File: src/hw/mailbox_pkg.sv
// Constants for the channel register sets and the message mailbox
package mailbox_pkg;
   localparam int       N_CHAN      = 14;
   localparam int       FIFO_W      = 8;
   localparam int       FIFO_D      = 16;
   localparam logic [7:0] CHAN_BASE = 8'h10;
   localparam logic [7:0] MBOX_BASE = 8'h80;
   // Offsets inside one channel set
   localparam logic [2:0] OFS_TAG_HI  = 3'h0;
   localparam logic [2:0] OFS_TAG_LO  = 3'h1;
   localparam logic [2:0] OFS_PTR     = 3'h2;
   localparam logic [2:0] OFS_LEN     = 3'h3;
   localparam logic [2:0] OFS_MASK_HI = 3'h6;
   localparam logic [2:0] OFS_MASK_LO = 3'h7;
   // Command nibble bit positions
   localparam int CMD_EXT = 3;
   localparam int CMD_ACK = 2;
   localparam int CMD_RNW = 1;
   localparam int CMD_RTR = 0;
   // Channel status bit positions
   localparam int ST_ERR = 2;
   localparam int ST_TXD = 1;
   localparam int ST_RXD = 0;
   localparam int PTR_SPY = 7;
   localparam logic [4:0] LEN_LINK = 5'h00;
   localparam logic [4:0] LEN_ONE  = 5'h01;
   localparam logic [6:0] PTR_ONE  = 7'h01;
   localparam logic [3:0] CHAN_LAST = 4'hD;
endpackage

File: src/hw/channel_mailbox_regs.sv
// Channel register sets, receive buffering FIFO and message mailbox
`timescale 1ns/1ps
`default_nettype none

module byte_fifo #(
   parameter int W = 8,
   parameter int D = 16
) (
   input  wire logic         clk,      // Clock
   input  wire logic         reset,    // Async reset
   input  wire logic         in_valid, // Fill side valid
   input  wire logic [W-1:0] in_data,  // Fill side data
   output logic              in_ready, // Not full
   output logic              out_valid,// Not empty
   output logic [W-1:0]      out_data, // Head word
   input  wire logic         out_ready // Drain side ready
);
   localparam int AW = $clog2(D);
   logic [W-1:0] mem_q [D];
   logic [AW-1:0] wp_q, rp_q;
   logic [AW:0]   cnt_q;
   logic          push, pop;
   assign in_ready  = (cnt_q != (AW+1)'(D));
   assign out_valid = (cnt_q != '0);
   assign out_data  = mem_q[rp_q];
   assign push      = in_valid && in_ready;
   assign pop       = out_valid && out_ready;
   always_ff @(posedge clk or posedge reset)
   begin
      if (reset)
      begin
         wp_q  <= '0;
         rp_q  <= '0;
         cnt_q <= '0;
      end
      else
      begin
         if (push) wp_q <= wp_q + 1'b1;
         if (pop) rp_q <= rp_q + 1'b1;
         cnt_q <= cnt_q + (AW+1)'(push) - (AW+1)'(pop);
      end
   end
   always_ff @(posedge clk)
   begin
      if (push) mem_q[wp_q] <= in_data;
   end
endmodule // byte_fifo

module channel_mailbox_regs (
   input  wire logic        clk,           // 25 MHz clock
   input  wire logic        reset,         // Async reset, active high
   input  wire logic [7:0]  reg_addr,      // Host byte address
   input  wire logic        reg_wr,        // Host write strobe
   input  wire logic        reg_rd,        // Host read strobe
   input  wire logic [7:0]  reg_wdata,     // Host write data
   output logic      [7:0]  reg_rdata,     // Read data, cycle after strobe
   input  wire logic        rx_hdr_valid,  // Received header pulse
   input  wire logic [11:0] rx_ident,      // Received identifier
   input  wire logic        rx_ext,        // Received extension bit
   input  wire logic        rx_ack_request_bit, // Received ack request
   input  wire logic        rx_read_request_bit,// Received read request
   input  wire logic        rx_reply_type_bit,  // Received reply type
   output logic             rx_hit,        // Header matched a channel
   output logic      [3:0]  rx_hit_chan,   // Matched channel
   output logic             rx_ack_enable, // Send acknowledge
   output logic             rx_busy,       // Frame in progress
   input  wire logic        rx_byte_valid, // Data byte valid
   input  wire logic [7:0]  rx_byte,       // Data byte
   output logic             rx_byte_ready, // Byte accepted
   input  wire logic        rx_end_valid,  // End of frame pulse
   input  wire logic        rx_end_ok,     // Frame error free
   output logic             rx_ack_ok_event,   // Rx ok, ack requested
   output logic             rx_noack_ok_event, // Rx ok, no ack requested
   output logic             rx_error_event,    // Rx with error
   output logic             tx_pending,    // A channel wants to send
   output logic      [3:0]  tx_chan,       // Sending channel
   output logic      [6:0]  tx_ptr,        // Its buffer offset
   output logic      [4:0]  tx_len,        // Its reserved length
   input  wire logic [6:0]  tx_rd_addr,    // Mailbox read offset
   output logic      [7:0]  tx_rd_data,    // Mailbox byte, next cycle
   input  wire logic        tx_result_valid, // Transmission finished
   input  wire logic [3:0]  tx_result_chan,  // Channel it was for
   input  wire logic        tx_result_ok,    // Without error
   input  wire logic        tx_retry_over,   // Retry count exceeded
   output logic             tx_abort,      // Abort pulse
   output logic      [3:0]  tx_abort_chan  // Channel to abort
);
   localparam int N = mailbox_pkg::N_CHAN;
   // No reset on these: contents survive reset
   logic [11:0] tag_q [N];
   logic [3:0]  cmd_q [N];
   logic [7:0]  ptr_q [N];
   logic [4:0]  len_q [N];
   logic [2:0]  st_q  [N];
   logic [2:0]  st_d  [N];
   logic [11:0] mask_q[N];
   logic [7:0]  mbox_q[128];

   function automatic logic rx_type(input logic [3:0] c, input logic [2:0] s);
      logic rn;
      logic rt;
      rn = c[mailbox_pkg::CMD_RNW];
      rt = c[mailbox_pkg::CMD_RTR];
      // Receive, reply request awaiting reply, request detector
      return (rt && !s[mailbox_pkg::ST_RXD]) ||
             (rn && !rt && s[mailbox_pkg::ST_TXD] && !s[mailbox_pkg::ST_RXD]);
   endfunction

   function automatic logic tx_type(input logic [3:0] c, input logic [2:0] s);
      logic rn;
      logic rt;
      rn = c[mailbox_pkg::CMD_RNW];
      rt = c[mailbox_pkg::CMD_RTR];
      // Transmit, reply request, immediate or deferred reply
      return !s[mailbox_pkg::ST_TXD] && ((rn == rt) ? (!rt || !s[mailbox_pkg::ST_RXD]) : rn);
   endfunction

   function automatic logic [4:0] first_set(input logic [N-1:0] v);
      logic [4:0] r;
      r = '0;
      // Lowest index wins
      for (int i = N - 1; i >= 0; i--)
         if (v[i]) r = {1'b1, 4'(i)};
      return r;
   endfunction

   // Length passed in, so a continuous assign sees every input it depends on
   function automatic logic [3:0] link_of(input logic [3:0] c, input logic [3:0] l, input logic [4:0] n);
      // Single link level only; software keeps it so
      return (n == mailbox_pkg::LEN_LINK && l <= mailbox_pkg::CHAN_LAST) ? l : c;
   endfunction

   // Host decode of the 0x10 + 8*n sets
   wire        h_mbox = reg_addr[7];
   wire [7:0]  h_rel  = reg_addr - mailbox_pkg::CHAN_BASE;
   wire [3:0]  h_chan = h_rel[6:3];
   wire [2:0]  h_ofs  = reg_addr[2:0];
   wire        h_set  = !h_mbox && (reg_addr >= mailbox_pkg::CHAN_BASE);

   // Identifier matching
   logic [N-1:0] match_v;
   logic [N-1:0] tx_v;
   always_comb
   begin
      for (int i = 0; i < N; i++)
      begin
         match_v[i] = (((rx_ident ^ tag_q[i]) & mask_q[i]) == '0) &&
                      (rx_ext == cmd_q[i][mailbox_pkg::CMD_EXT]) && rx_type(cmd_q[i], st_q[i]);
         tx_v[i] = tx_type(cmd_q[i], st_q[i]);
      end
   end
   wire [4:0] m_first = first_set(match_v);
   wire [4:0] t_first = first_set(tx_v);
   wire [3:0] m_buf   = link_of(m_first[3:0], ptr_q[m_first[3:0]][3:0], len_q[m_first[3:0]]);
   wire [3:0] t_buf   = link_of(t_first[3:0], ptr_q[t_first[3:0]][3:0], len_q[t_first[3:0]]);

   // Frame context
   logic        busy_q, hit_q, end_q, ok_q, spy_q;
   logic [3:0]  hchan_q, bchan_q;
   logic [6:0]  base_q;
   logic [4:0]  room_q, cnt_q;
   logic [11:0] ident_q;
   logic [2:0]  rcmd_q;

   logic       f_valid, f_ready;
   logic [7:0] f_data;
   wire  f_in_valid = rx_byte_valid && busy_q && hit_q;
   logic f_in_ready;
   byte_fifo #(.W(mailbox_pkg::FIFO_W), .D(mailbox_pkg::FIFO_D)) u_fifo (
      .clk       (clk),
      .reset     (reset),
      .in_valid  (f_in_valid),
      .in_data   (rx_byte),
      .in_ready  (f_in_ready),
      .out_valid (f_valid),
      .out_data  (f_data),
      .out_ready (f_ready)
   );
   // Unmatched frames are swallowed; host mailbox writes stall the drain
   assign rx_byte_ready = hit_q ? f_in_ready : 1'b1;
   wire  h_mb_wr = reg_wr && h_mbox;
   assign f_ready = !h_mb_wr;
   wire  drain   = f_valid && f_ready;
   // Bytes beyond the reserved length are dropped
   // One bit wider so a saturated count never wraps back into room
   wire  in_room = ({1'b0, cnt_q} + 6'(mailbox_pkg::LEN_ONE)) < {1'b0, room_q};
   wire  fin     = busy_q && end_q && !f_valid && !h_mb_wr;
   wire  fin_ok  = fin && hit_q && ok_q;
   wire  fin_err = fin && hit_q && !ok_q;
   wire [4:0] rx_count = cnt_q + mailbox_pkg::LEN_ONE;
   wire [7:0] status_byte = {rcmd_q, rx_count};

   // Mailbox write port, wrap within 7 bits
   wire       mb_we    = h_mb_wr || fin_ok || (drain && in_room);
   localparam logic [6:0] PTR_ONE_W = mailbox_pkg::PTR_ONE;
   wire [6:0] d_addr   = base_q + PTR_ONE_W + 7'(cnt_q);
   wire [6:0] mb_waddr = h_mb_wr ? reg_addr[6:0] : (fin_ok ? base_q : d_addr);
   wire [7:0] mb_wdata = h_mb_wr ? reg_wdata : (fin_ok ? status_byte : f_data);

   always_ff @(posedge clk)
   begin
      if (mb_we) mbox_q[mb_waddr] <= mb_wdata;
      tx_rd_data <= mbox_q[tx_rd_addr];
   end

   // Status next value: host write first, device sets OR on top
   always_comb
   begin
      for (int i = 0; i < N; i++)
      begin
         st_d[i] = (reg_wr && h_set && h_chan == 4'(i) && h_ofs == mailbox_pkg::OFS_LEN) ?
                   reg_wdata[2:0] : st_q[i];
         if ((fin_err && hchan_q == 4'(i)) || (tx_result_valid && tx_result_chan == 4'(i) &&
             !tx_result_ok && !tx_retry_over))
            st_d[i][mailbox_pkg::ST_ERR] = 1'b1;
         if (tx_result_valid && tx_result_chan == 4'(i) && (tx_result_ok || tx_retry_over))
            st_d[i][mailbox_pkg::ST_TXD] = 1'b1;
         if (fin_ok && bchan_q == 4'(i))
            st_d[i][mailbox_pkg::ST_RXD] = 1'b1;
      end
   end

   always_ff @(posedge clk)
   begin
      for (int i = 0; i < N; i++)
      begin
         if (reg_wr && h_set && h_chan == 4'(i))
         begin
            unique case (h_ofs)
               mailbox_pkg::OFS_TAG_HI:  tag_q[i][11:4] <= reg_wdata;
               mailbox_pkg::OFS_TAG_LO:  {tag_q[i][3:0], cmd_q[i]} <= reg_wdata;
               mailbox_pkg::OFS_PTR:     ptr_q[i] <= reg_wdata;
               mailbox_pkg::OFS_LEN:     len_q[i] <= reg_wdata[7:3];
               mailbox_pkg::OFS_MASK_HI: mask_q[i][11:4] <= reg_wdata;
               mailbox_pkg::OFS_MASK_LO: mask_q[i][3:0] <= reg_wdata[7:4];
               default: ;
            endcase
         end
         if (fin_ok && hchan_q == 4'(i))
            tag_q[i] <= ident_q;
         st_q[i] <= st_d[i];
      end
   end

   // Host read mux; gaps and control area read as zero
   logic [7:0] set_rd;
   always_comb
   begin
      unique case (h_ofs)
         mailbox_pkg::OFS_TAG_HI:  set_rd = tag_q[h_chan][11:4];
         mailbox_pkg::OFS_TAG_LO:  set_rd = {tag_q[h_chan][3:0], cmd_q[h_chan]};
         mailbox_pkg::OFS_PTR:     set_rd = ptr_q[h_chan];
         mailbox_pkg::OFS_LEN:     set_rd = {len_q[h_chan], st_q[h_chan]};
         mailbox_pkg::OFS_MASK_HI: set_rd = mask_q[h_chan][11:4];
         mailbox_pkg::OFS_MASK_LO: set_rd = {mask_q[h_chan][3:0], 4'h0};
         default:                  set_rd = 8'h00;
      endcase
   end
   wire [7:0] rd_sel = h_mbox ? mbox_q[reg_addr[6:0]] : (h_set ? set_rd : 8'h00);
   wire abort_wr = reg_wr && h_set && h_ofs == mailbox_pkg::OFS_LEN &&
                   reg_wdata[mailbox_pkg::ST_ERR];

   always_ff @(posedge clk or posedge reset)
   begin
      if (reset)
      begin
         reg_rdata <= 8'h00;
         tx_abort <= 1'b0;
         tx_abort_chan <= 4'h0;
         tx_pending <= 1'b0;
         tx_chan <= 4'h0;
         tx_ptr <= 7'h00;
         tx_len <= 5'h00;
      end
      else
      begin
         if (reg_rd) reg_rdata <= rd_sel;
         tx_abort <= abort_wr;
         tx_abort_chan <= h_chan;
         tx_pending <= t_first[4];
         tx_chan <= t_first[3:0];
         tx_ptr <= ptr_q[t_buf][6:0];
         tx_len <= len_q[t_buf];
      end
   end

   always_ff @(posedge clk or posedge reset)
   begin
      if (reset)
      begin
         busy_q <= 1'b0;
         hit_q <= 1'b0;
         end_q <= 1'b0;
         ok_q <= 1'b0;
         spy_q <= 1'b0;
         hchan_q <= 4'h0;
         bchan_q <= 4'h0;
         base_q <= 7'h00;
         room_q <= 5'h00;
         cnt_q <= 5'h00;
         ident_q <= 12'h000;
         rcmd_q <= 3'h0;
      end
      else if (rx_hdr_valid && !busy_q)
      begin
         busy_q <= 1'b1;
         hit_q <= m_first[4];
         end_q <= 1'b0;
         spy_q <= ptr_q[m_first[3:0]][mailbox_pkg::PTR_SPY];
         hchan_q <= m_first[3:0];
         bchan_q <= m_buf;
         base_q <= ptr_q[m_buf][6:0];
         room_q <= len_q[m_buf];
         cnt_q <= 5'h00;
         ident_q <= rx_ident;
         rcmd_q <= {rx_ack_request_bit, rx_read_request_bit, rx_reply_type_bit};
      end
      else
      begin
         if (rx_end_valid && busy_q)
         begin
            end_q <= 1'b1;
            ok_q <= rx_end_ok;
         end
         if (drain && cnt_q != 5'h1F) cnt_q <= cnt_q + 5'h01;
         if (fin) busy_q <= 1'b0;
      end
   end

   assign rx_busy = busy_q;
   assign rx_hit = busy_q && hit_q;
   assign rx_hit_chan = hchan_q;
   assign rx_ack_enable = rx_hit && rcmd_q[2] && !spy_q;

   always_ff @(posedge clk or posedge reset)
   begin
      if (reset)
      begin
         rx_ack_ok_event <= 1'b0;
         rx_noack_ok_event <= 1'b0;
         rx_error_event <= 1'b0;
      end
      else
      begin
         rx_ack_ok_event <= fin_ok && rcmd_q[2];
         rx_noack_ok_event <= fin_ok && !rcmd_q[2];
         rx_error_event <= fin_err;
      end
   end
endmodule // channel_mailbox_regs

`default_nettype wire

File: config.mk
export PLATFORM = sky130hd
export DESIGN_NAME = channel_mailbox_regs
export DESIGN_NICKNAME = d
export VERILOG_FILES = /design/src/hw/mailbox_pkg.sv /design/src/hw/channel_mailbox_regs.sv
export SDC_FILE = /design/constraint.sdc
export NUM_CORES = 2
export LEC_CHECK = 0
export ABC_AREA = 1
export BUFFER_PORTS_ARGS = -buffer_cell sky130_fd_sc_hd__buf_2
export CORE_AREA = 4 4 652 331
export CTS_CLUSTER_SIZE = 24
export DETAILED_ROUTE_END_ITERATION = 6
export DIE_AREA = 0 0 656 335
export SYNTH_ARGS = -nofsm -noshare
export SYNTH_HDL_FRONTEND = slang
export SYNTH_SLANG_ARGS = --single-unit
File: constraint.sdc
create_clock -name clk -period 18.3 [get_ports clk]
set_clock_uncertainty 0.05 [all_clocks]
set_input_delay 0.915 -clock clk [delete_from_list [all_inputs] [get_ports clk]]
set_output_delay 0.915 -clock clk [all_outputs]
set_load 0.05 [all_outputs]
==> reports/qor.txt <==
Largest net degree at the start of global routing -> 178
Clock Latency Late Sink -> 0.85 ns
Largest family of logic cells by synthesized area -> compound AO/OA/AOI/OAI gates
TritonRoute pass-1 iters -> 7
Initial drt markers -> 13600
Pwr dens -> 128 nW/um^2
Worst rel slew slack -> 8.70%
CP startpoint kind -> flop
Final period util -> 35.4%
Syn Inst Count -> 9376
Share of cells above drive strength 1 -> 6.75%
Vias in the first global route -> 72100
Synth Area in XOR/XNOR -> 0.523%
Post-synthesis adder-cell area fraction -> 0.560%
Most frequent cells in the layout -> 1726 x edfxtp_1, 1538 x nand2_1, 1155 x nor2_1, 1148 x o21ai_0, 551 x nand3_1
Routability cong. -> 0.984
Area delta synth->final -> 9.10%
CTS Hold Buffers Added -> 0
RR Startpoint -> cmd_q[12]
Dpl cell area -> 94700 sq um
Hold WS -> 0.131 ns
Initial antenna violation count -> 21
CP required -> 18.97 ns
CP max stage cell -> nor3_1
Hpwl dp -> 227000 um
Final nets -> 9248
RSZ-0062 raised after global routing -> no
Sequential-to-total area share from yosys stat -> 59.9%
Netlist cell types -> 76
Vias post-DR -> 78700
Pins over their slew limit -> 0
Final hold violation count -> 0
Post-synthesis mux area share -> 0.130%
Die Height -> 335 um
Hold Path Class -> in2async
Fmax -> 155 MHz
Post-Route WL -> 362000 um
CP most frequent cell -> nand2_1
Post-synth ARST share -> 4.87%
GRT Total Usage -> 31.7%
Core area -> 210000 sq um
Row count -> 119
Area leader, netlist -> edfxtp_1
CP Launch Point -> cmd_q[12]
Clock Sinks -> 1867
Synth Area in Compound Gates -> 17.9%
Routed vias/inst -> 6.51
Crit path capture type -> flop
First-pass GRT wire length -> 515000 um
Worst VDD drop -> 0.000121 V
Synth top area share -> 56.3%
Design Area, Final -> 100000 sq um
Inserted Clock Buffers -> 183
Top FF cell, synth -> edfxtp_1
Critical path class -> reg2reg
Post-Syn Area -> 92100 sq um
P_leak -> 34.7 nW
Starting Density -> 43.9%
Die area -> 220000 sq um
Status -> complete, but fails checks
Simple-gate share of the synthesized area -> 15.9%
CP arrival -> 7.14 ns
Failing checks -> design-rule violations
Worst-path clk slew -> 0.06 ns
Clock tree root buffer cell -> clkbuf_16
WL per Instance -> 30.0 um
Post-CTS Setup Repair Bufs -> 0
Tot Pwr -> 12.9 mW
Synthesized Nets -> 9478
#FFs+latches synth -> 1867
PortBufs -> 110
Crit Path Max Fanout -> 36
Setup TNS -> 0 ns
EDFF count, synth -> 1726
Post-Syn Area per Cell -> 9.82 sq um
CTS tree -> done
Max incr delay on CP -> 0.67 ns
Chip width -> 656 um
Max capacitance violation total -> 0
Io pins -> 111
Most common cell after layout, fill and taps aside -> edfxtp_1
Congestion Overflow GR -> 0
H-tree Lvls -> 4
Final min period -> 6.47 ns
Synth warn -> 0
Maximum clock insertion buffer count -> 4
Slew of the pin with the lowest slew margin -> 1.37 ns
DRC -> 1
Resized cells post-CTS -> 0
Final setup fails -> 0
Antenna Nets Post-Route -> 0
Top cells by area in the synthesized netlist -> edfxtp_1 56%, o21ai_0 6.3%, nand2_1 6.3%
==> final timing paths <==
check                           slack (ns)           endpoint  cells after the start
worst max-delay path                 11.83          base_q[1]                     28
worst min-delay path                  0.13         ident_q[2]                      2
worst max register to register       11.83          base_q[1]                     28
worst min register to register        0.38  rx_noack_ok_event                      1
max in group asynchronous            16.63     u_fifo.rp_q[0]                      3
min in group clk                      0.22          rcmd_q[2]                      3
==> synth_stat cells, drive strengths merged (10+ instances only) <==
master  instances
a211oi         12
a21oi         198
a221oi         33
a22oi         492
a31oi          99
buf           160
clkbuf        525
clkinv         10
dfrtp          91
dfxtp          50
edfxtp       1726
ha             38
inv           498
mux2i          12
nand2        1555
nand3         554
nand4         153
nor2         1168
nor3           53
nor4           13
o211ai        124
o21ai        1185
o221ai         86
o22ai         330
o311ai         14
o32ai          31
or2            26
xor2           46
==> area by class of cell <==
class | count | area, sq um
fill | 19200 | 109000
sequential | 1867 | 55100
multi-input combinational | 6316 | 32300
clock buffer | 230 | 4940
tap | 2783 | 3480
inverter | 508 | 1970
timing repair buffer | 270 | 1860
clock inverter | 100 | 761
antenna | 10 | 25.0
==> per-stage QoR <==
step / worst slack [ns] / util (%) / std cells
after floorplan: 9.60 / - / 9376
final: 11.83 / 47.9 / 12100
after global routing: 11.37 / 47.9 / 12100
after global placement: 11.32 / 45.2 / 11700
after CTS: 12.15 / 47.9 / 12100
after detailed placement: 11.32 / 45.2 / 11700
==> power by group <==
part | total (mW) | internal, mW | switching (mW)
Clock | 3.77 | 2.04 | 1.72
Sequential | 5.69 | 5.50 | 0.182
Combinational | 3.45 | 0.693 | 2.75
Total | 12.9 | 8.24 | 4.66
==> sequential cells by signal, summed over array words and instances (netlist names), 7 cells and up <==
register and cells:
mask_q 168, tag_q 168, tx_rd_data 8, u_fifo.mem_q 128, reg_rdata 8, st_q 42, ptr_q 112, cmd_q 56
base_q 7, ident_q 12, len_q 70, mbox_q 1024, tx_ptr 7
==> cells by family after synthesis <==
group | Yosys count
AOI/OAI and AO/OA | 2680
xor gates and xnor gates | 55
adders and majority gates | 40
buffers and inverters | 1193
DFF | 1867
muxes | 12
and+or+nand+nor | 3529
==> layer usage <==
| layer | GRT usage (%) | part of all wire, % | up-vias |
|---|---|---|---|
| met4 | 13.8 | 4.9 | 12 |
| met3 | 8.09 | 13 | 931 |
| met1 | 43.4 | 39 | 38300 |
| met5 | 0 | 0.021 | - |
| li1 | - | - | 33700 |
| met2 | 47.7 | 43 | 5749 |
==> worst max-delay path: cells and delay by family (launching register included) <==
kind,cells,cell delay (ns)
AOI/OAI and AO/OA,3,0.33
adders and majority gates,1,0.14
buffers and inverters,4,1.33
DFF,1,0.41
and+or+nand+nor,20,4.03
Power figures use the tool's default switching activity.
